**src/pkg/cxa_pkg.sv**
```systemverilog
// package for the configuration extend access port
`default_nettype none
package cxa_pkg;
    localparam int REG_W = 10;
    localparam int FUNC_W = 8;
    localparam int DATA_W = 32;
    localparam int BE_W = 4;
    localparam logic [9:0] LEG_LO = 10'h010;
    localparam logic [9:0] LEG_HI = 10'h01f;
    localparam logic [9:0] EXT_LO = 10'h100;
    localparam logic [9:0] EXT_HI = 10'h3ff;
    localparam logic [31:0] RDATA_RST = 32'h0000_0000;

    typedef struct packed {
        logic [REG_W-1:0] reg_num;
        logic [FUNC_W-1:0] func_num;
        logic [DATA_W-1:0] wdata;
        logic [BE_W-1:0] be;
    } cxa_req_t;

    typedef enum logic [1:0] {
        CXA_IDLE,
        CXA_PULSE,
        CXA_HOLD
    } cxa_state_t;
endpackage
`default_nettype wire

```
**src/design/cxa_window_match.sv**
```systemverilog
// window decode: does a register index fall in an enabled user range
`timescale 1ns/1ps
`default_nettype none
module cxa_window_match
    import cxa_pkg::*;
(
    input wire logic [9:0] reg_num,
    input wire logic legacy_en,
    input wire logic extended_en,
    output logic hold
);
    logic in_leg;
    logic in_ext;
    always_comb begin
        in_leg = (reg_num >= LEG_LO) && (reg_num <= LEG_HI);
        in_ext = (reg_num >= EXT_LO) && (reg_num <= EXT_HI);
        // indices outside both windows never hold
        hold = (legacy_en && in_leg) || (extended_en && in_ext);
    end
endmodule
`default_nettype wire

```
**src/design/cxa_access_port.sv**
```systemverilog
// configuration extend access port: forwards link config reads/writes to user logic
`timescale 1ns/1ps
`default_nettype none
module cxa_access_port
    import cxa_pkg::*;
(
    input wire logic ref_clk,
    input wire logic rst_n,
    input wire logic legacy_en,
    input wire logic extended_en,
    input wire logic link_rd,
    input wire logic link_wr,
    input wire cxa_req_t link_req,
    output logic link_busy,
    output logic link_rd_done,
    output logic [DATA_W-1:0] link_rd_data,
    output logic read_received,
    output logic write_received,
    output logic [REG_W-1:0] register_number,
    output logic [FUNC_W-1:0] function_number,
    output logic [DATA_W-1:0] write_data,
    output logic [BE_W-1:0] write_byte_enable,
    input wire logic [DATA_W-1:0] read_data,
    input wire logic read_data_valid
);
    cxa_state_t state_r, state_nxt;
    cxa_req_t req_r, req_nxt;
    logic wr_r, wr_nxt;
    logic done_r, done_nxt;
    logic [DATA_W-1:0] rdata_r, rdata_nxt;
    logic hold;

    cxa_window_match u_match (
        .reg_num(link_req.reg_num),
        .legacy_en(legacy_en),
        .extended_en(extended_en),
        .hold(hold)
    );

    // the link must wait while a held read is open; a new request is not
    // accepted in that time, so index and function stay stable for the user
    assign link_busy = (state_r == CXA_HOLD);
    // back-to-back pulse reads show as one longer high stretch; the index
    // still moves on every cycle, so user logic must read it per cycle
    assign read_received = (state_r != CXA_IDLE);
    assign write_received = wr_r;
    assign register_number = req_r.reg_num;
    assign function_number = req_r.func_num;
    assign write_data = req_r.wdata;
    assign write_byte_enable = req_r.be;
    // answer pulse and captured word both leave from flops
    assign link_rd_done = done_r;
    assign link_rd_data = rdata_r;

    always_comb begin
        state_nxt = state_r;
        req_nxt = req_r;
        wr_nxt = 1'b0;
        done_nxt = 1'b0;
        rdata_nxt = rdata_r;
        case (state_r)
            CXA_HOLD: begin
                // requests are dropped here, not queued; the link watches link_busy
                // valid sampled on the edge after read raised, and each after
                if (read_data_valid) begin
                    rdata_nxt = read_data;
                    done_nxt = 1'b1;
                    state_nxt = CXA_IDLE;
                end
            end
            default: begin
                state_nxt = CXA_IDLE;
                // a write offered beside a read is lost: reads win the cycle
                if (link_rd) begin
                    req_nxt = link_req;
                    state_nxt = hold ? CXA_HOLD : CXA_PULSE;
                end else if (link_wr) begin
                    req_nxt = link_req;
                    wr_nxt = 1'b1;
                end
            end
        endcase
    end

    always_ff @(posedge ref_clk) begin
        // synchronous reset: every indication starts low
        if (!rst_n) begin
            state_r <= CXA_IDLE;
            req_r <= '0;
            wr_r <= 1'b0;
            done_r <= 1'b0;
            rdata_r <= RDATA_RST;
        end else begin
            state_r <= state_nxt;
            req_r <= req_nxt;
            wr_r <= wr_nxt;
            done_r <= done_nxt;
            rdata_r <= rdata_nxt;
        end
    end

    // assertions: clocked on ref_clk, quiet while rst_n is low

    // with no user range enabled a read is a one-cycle pulse; only a read taken
    // straight after may keep the indication high
    a_short_read_pulse: assert property (
        @(posedge ref_clk) disable iff (!rst_n)
        (state_r != CXA_HOLD && link_rd && !legacy_en && !extended_en)
        |=> (read_received && !link_busy) ##1 (!read_received || $past(link_rd)))
        else $error("unheld read not a single-cycle pulse");

    a_legacy_read_hold: assert property (
        @(posedge ref_clk) disable iff (!rst_n)
        (read_received && !read_data_valid && legacy_en
         && register_number >= LEG_LO && register_number <= LEG_HI)
        |=> read_received)
        else $error("legacy read dropped before data valid");

    a_ext_read_hold: assert property (
        @(posedge ref_clk) disable iff (!rst_n)
        (read_received && !read_data_valid && extended_en
         && register_number >= EXT_LO && register_number <= EXT_HI)
        |=> read_received)
        else $error("extended read dropped before data valid");

    // an index in no window must never hold, whatever the enables say
    a_outside_window: assert property (
        @(posedge ref_clk) disable iff (!rst_n)
        (read_received && !(register_number >= LEG_LO && register_number <= LEG_HI)
         && !(register_number >= EXT_LO && register_number <= EXT_HI))
        |=> (!read_received || $past(link_rd)))
        else $error("read outside windows held");

    a_unheld_not_busy: assert property (
        @(posedge ref_clk) disable iff (!rst_n)
        (state_r != CXA_HOLD && link_rd && !hold)
        |=> read_received && !link_busy)
        else $error("unheld read left the link busy");

    // a write is a one-cycle pulse; only a write taken straight after may extend it
    a_write_pulse: assert property (
        @(posedge ref_clk) disable iff (!rst_n)
        (state_r != CXA_HOLD && !link_rd && link_wr)
        |=> write_received ##1 (!write_received || $past(link_wr && !link_rd)))
        else $error("write not a single-cycle pulse");

    a_write_alone: assert property (
        @(posedge ref_clk) disable iff (!rst_n)
        write_received |-> !read_received)
        else $error("write and read indications together");

    // writes offered while a held read is open are dropped
    a_busy_refuse: assert property (
        @(posedge ref_clk) disable iff (!rst_n)
        (link_busy && link_wr)
        |=> !write_received)
        else $error("write accepted while busy");

    a_read_raise: assert property (
        @(posedge ref_clk) disable iff (!rst_n)
        (state_r != CXA_HOLD && link_rd)
        |=> read_received)
        else $error("read request not raised");

    // read wins when both requests come in one cycle
    a_read_wins: assert property (
        @(posedge ref_clk) disable iff (!rst_n)
        (state_r != CXA_HOLD && link_rd && link_wr)
        |=> read_received && !write_received)
        else $error("write taken beside a read");

    a_read_fields: assert property (
        @(posedge ref_clk) disable iff (!rst_n)
        (state_r != CXA_HOLD && link_rd)
        |=> register_number == $past(link_req.reg_num)
            && function_number == $past(link_req.func_num))
        else $error("read index fields wrong");

    a_index_stable: assert property (
        @(posedge ref_clk) disable iff (!rst_n)
        (read_received && $past(read_received) && $past(state_r) == CXA_HOLD)
        |-> $stable(register_number) && $stable(function_number))
        else $error("index changed during held read");

    a_wdata_match: assert property (
        @(posedge ref_clk) disable iff (!rst_n)
        (state_r != CXA_HOLD && !link_rd && link_wr)
        |=> write_data == $past(link_req.wdata) && write_byte_enable == $past(link_req.be)
            && register_number == $past(link_req.reg_num)
            && function_number == $past(link_req.func_num))
        else $error("write fields wrong");

    // the edge after a valid strobe seen in a held read carries the data out
    a_rdata_capture: assert property (
        @(posedge ref_clk) disable iff (!rst_n)
        (state_r == CXA_HOLD && read_data_valid)
        |=> link_rd_done && link_rd_data == $past(read_data) && !read_received)
        else $error("read data not captured");

    a_done_source: assert property (
        @(posedge ref_clk) disable iff (!rst_n)
        link_rd_done |-> ($past(state_r) == CXA_HOLD && $past(read_data_valid)))
        else $error("read done without a held read answered");

    // the captured word stays put between answers
    a_rdata_hold: assert property (
        @(posedge ref_clk) disable iff (!rst_n)
        !link_rd_done |-> $stable(link_rd_data))
        else $error("captured read data moved");
endmodule
`default_nettype wire

```
**config.mk**
```make
export PLATFORM = sky130hd
export DESIGN_NAME = cxa_access_port
export DESIGN_NICKNAME = d
export VERILOG_FILES = /design/src/pkg/cxa_pkg.sv /design/src/design/cxa_window_match.sv /design/src/design/cxa_access_port.sv
export SDC_FILE = /design/constraint.sdc
export NUM_CORES = 1
export LEC_CHECK = 0
export BUFFER_PORTS_ARGS = -buffer_cell sky130_fd_sc_hd__buf_2
export CAP_MARGIN = 20
export CORE_UTILIZATION = 51
export CTS_BUF_LIST = sky130_fd_sc_hd__clkbuf_4 sky130_fd_sc_hd__clkbuf_8
export DETAILED_ROUTE_END_ITERATION = 10
export GPL_ROUTABILITY_DRIVEN = 0
export GPL_TIMING_DRIVEN = 1
export PLACE_DENSITY = 0.89
export SLEW_MARGIN = 10
export SYNTH_ARGS = -nofsm -noshare
export SYNTH_HDL_FRONTEND = slang
export SYNTH_SLANG_ARGS = --single-unit
```
**constraint.sdc**
```tcl
create_clock -name ref_clk -period 2.1 [get_ports ref_clk]
set_clock_uncertainty 0.2 [all_clocks]
set_input_delay 0.315 -clock ref_clk [delete_from_list [all_inputs] [get_ports ref_clk]]
set_output_delay 0.315 -clock ref_clk [all_outputs]
set_load 0.1 [all_outputs]
```
==> metrics.md <==
| Metric | Value |
|---|---|
| Pin count of the biggest net entering global routing | `60` |
| Clock transition at path regs | `0.09 ns` |
| Status | `finished clean` |
| Final cycle utilization of the critical path | `88.4%` |
| Commonest cells after routing, fill and taps aside | `181 x buf_2, 90 x dfxtp_1, 79 x a21boi_1` |
| Post-DR wirelength/cell | `14.2 um` |
| Via count of the first global-routing pass | `3,327` |
| Register area share after synthesis | `49.9%` |
| Kind of critical path | `register to output port` |
| Library cells used by synthesis | `26` |
| Post-synthesis adder-cell area fraction | `0%` |
| CTS tree | `built` |
| Commonest non-fill, non-tap cell in the layout | `buf_2` |
| CP Capture Type | `output port` |
| Fin crit period | `1.86 ns` |
| Maxcap violations | `0` |
| Post-synthesis cell area | `3610 um^2` |
| Buffers on Ports | `182` |
| Pre-CTS WS | `0.413 ns` |
| Path depth of the worst reg2reg path | `5` |
| Clock Path Buffers | `2` |
| Routed wire length | `9780 um` |
| Clock root buffer | `clkbuf_8` |
| Die ar. | `7410 um^2` |
| Final number of setup-violating endpoints | `0` |
| Syn_nets | `499` |
| Nets | `679` |
| Synth warnings | `0` |
| Via density | `5.21` |
| Min-delay worst type | `input port to register` |
| Setup crit start | `state_r[1]` |
| Post-synthesis compound-gate area fraction | `25.9%` |
| Largest cells by area after synthesis | `dfxtp_1 50%, a21boi_1 16%, o21ai_0 7.6%` |
| Area delta synth->final | `35.1%` |
| TritonCTS Sinks | `90` |
| GRT Total Usage | `25.8%` |
| Worst r2r src | `state_r[1]` |
| Antenna viol nets, final | `0` |
| Initial DRC count | `220` |
| Reg2reg end | `write_data[22]` |
| Post-CTS setup buffers | `0` |
| Global-route wire length before repair | `15,200 um` |
| # diodes | `0` |
| Critical path's slowest cell | `dfxtp_1` |
| Clk_lat worst skew | `0.33 ns` |
| Worst Hold Endpoint | `link_rd_data[16]` |
| DR pass1 iterations | `4` |
| CP startpoint kind | `register` |
| Largest family of logic cells by synthesized area | `compound AO/OA/AOI/OAI gates` |
| Resized cells post-CTS | `0` |
| Worst stage delay on the critical path | `0.41 ns` |
| Worst-Margin Slew | `0.519 ns` |
| Area of the core | `6830 um^2` |
| Storage element area | `1800 um^2` |
| Horiz. Die Dim | `86.1 um` |
| Core Rows | `30` |
| Vias | `3,582` |
| Fill cell count | `558` |
| Number of synthesized register bits | `90` |
| Synth Area in Simple Gates | `17.0%` |
| Fmax | `0.539 GHz` |
| Hold path depth | `3` |
| Setup TNS | `0 ns` |
| Post-synth top area cell | `dfxtp_1` |
| DR DRC count | `0` |
| Synth top area share | `49.9%` |
| Layout cells sized above 1 | `35.9%` |
| Critical path, cell by cell | `nand2b_4 -> inv_2 -> buf_12` |
| Area after DPL | `4490 um^2` |
| RSZ-0062 raised after global routing | `no` |
| Hold Crit Start | `read_data[16]` |
| Multi-input logic area | `1550 um^2` |
| Pleak | `2.27 nW` |
| Die Y-Extent | `86.1 um` |
| Overflow left after global routing | `0` |
| Max VDD drop | `0.490 mV` |
| Post-synthesis xor/xnor area fraction | `0%` |
| Post-layout instance area | `4870 um^2` |
| H-tree Lvls | `3` |
| CP Max Fanout | `20` |
| Final hold vios | `0` |
| Critical path data arrival time | `1.34 ns` |
| Max-slew violations | `0` |
| CP required | `1.58 ns` |
| Tot Pwr | `4.17 mW` |
| Pwr dens | `856 nW/um^2` |
| Post-DP HPWL | `6540 um` |
| Starting Density | `52.8%` |
| R2R setup slack | `0.39 ns` |
| Cell count after synthesis | `406` |
| CTS buffer count | `9` |
| I/O pin count | `183` |
| Initial antenna violation count | `0` |
| Post-Syn Area per Cell | `8.88 um^2` |
| Slew margin rel. | `65.4%` |
| Post-synthesis mux area share | `0%` |
| Worst setup margin | `0.243 ns` |
## cells by family after synthesis
logic type	after synthesis
AOI/OAI and AO/OA	143
and+or+nand+nor	132
DFF	90
buffers and inverters	41
## cell type report
type                       instances  share of cell area, %
clock buffer                      10                   2.82
clock inverter                     6                   1.36
inverter                           1                 0.0770
multi-input combinational        275                   31.7
sequential                        90                   37.0
tap                               96                   2.46
timing repair buffer             209                   24.6
## flip-flops by register name (all words and copies together), names as in the netlist
register / count
write_byte_enable: 4
register_number: 10
function_number: 8
write_data: 32
write_received: 1
link_rd_done: 1
state_r: 2
link_rd_data: 32
## worst max path at each step
| stage | cells after the start | slack, ns | end |
|---|---|---|---|
| global route | 3 | 0.14 | link_busy |
| finish | 3 | 0.24 | link_busy |
| CTS | 3 | 0.23 | link_busy |
| detailed placement | 5 | 0.41 | write_data[18] |
| global placement | 5 | 0.44 | register_number[1] |
| floorplan | 2 | 0.55 | register_number[1] |
## what timing repair did
item,in CTS,in global routing
hold buffers,18,0
setup endpoints to repair,0,0
endpoints found under the hold margin,18,0
## cells in the mapped netlist (all sizes together)
master	number
dfxtp	90
a21boi	86
nand2	66
o21ai	55
nand3	54
buf	24
clkbuf	16
or2	2
a31oi	1
and2	1
and3b	1
inv	1
nand2b	1
nand3b	1
nand4	1
nor2	1
nor2b	1
nor3	1
nor3b	1
nor4b	1
o211ai	1
## critical path, delay by kind of cell (launching register included)
| kind | cells | cell delay [ns] |
|---|---|---|
| buf+inv | 2 | 0.41 |
| flops | 1 | 0.41 |
| simple gates | 1 | 0.18 |
## power by group
part | switching [mW] | total (mW) | leakage [nW] | internal [mW]
clock | 0.591 | 1.17 | 0.0945 | 0.582
combinational | 0.905 | 1.16 | 1.44 | 0.254
sequential | 0.0406 | 1.84 | 0.739 | 1.80
total | 1.54 | 4.17 | 2.27 | 2.63
## per-stage QoR
step                util (%)  hold slack [ns]  cells
finish                  71.4           0.0133    687
global route            71.4          0.00158    687
floorplan                  -            0.192    406
detailed placement      65.7            0.243    653
global placement        65.7            0.237    653
CTS                     71.4         0.000790    687
## metal layers
metal | vias to the layer above | GRT usage (%) | part of all wire [%] | wire length (um)
met3 | 21 | 5.00 | 6.7 | 653
met5 | - | 0 | 0 | 0
li1 | 1762 | - | - | -
met2 | 150 | 45.2 | 50 | 4930
met4 | 0 | 10.8 | 2.5 | 242
met1 | 1649 | 30.7 | 40 | 3950
No activity file was read; power rests on OpenSTA's default activity.
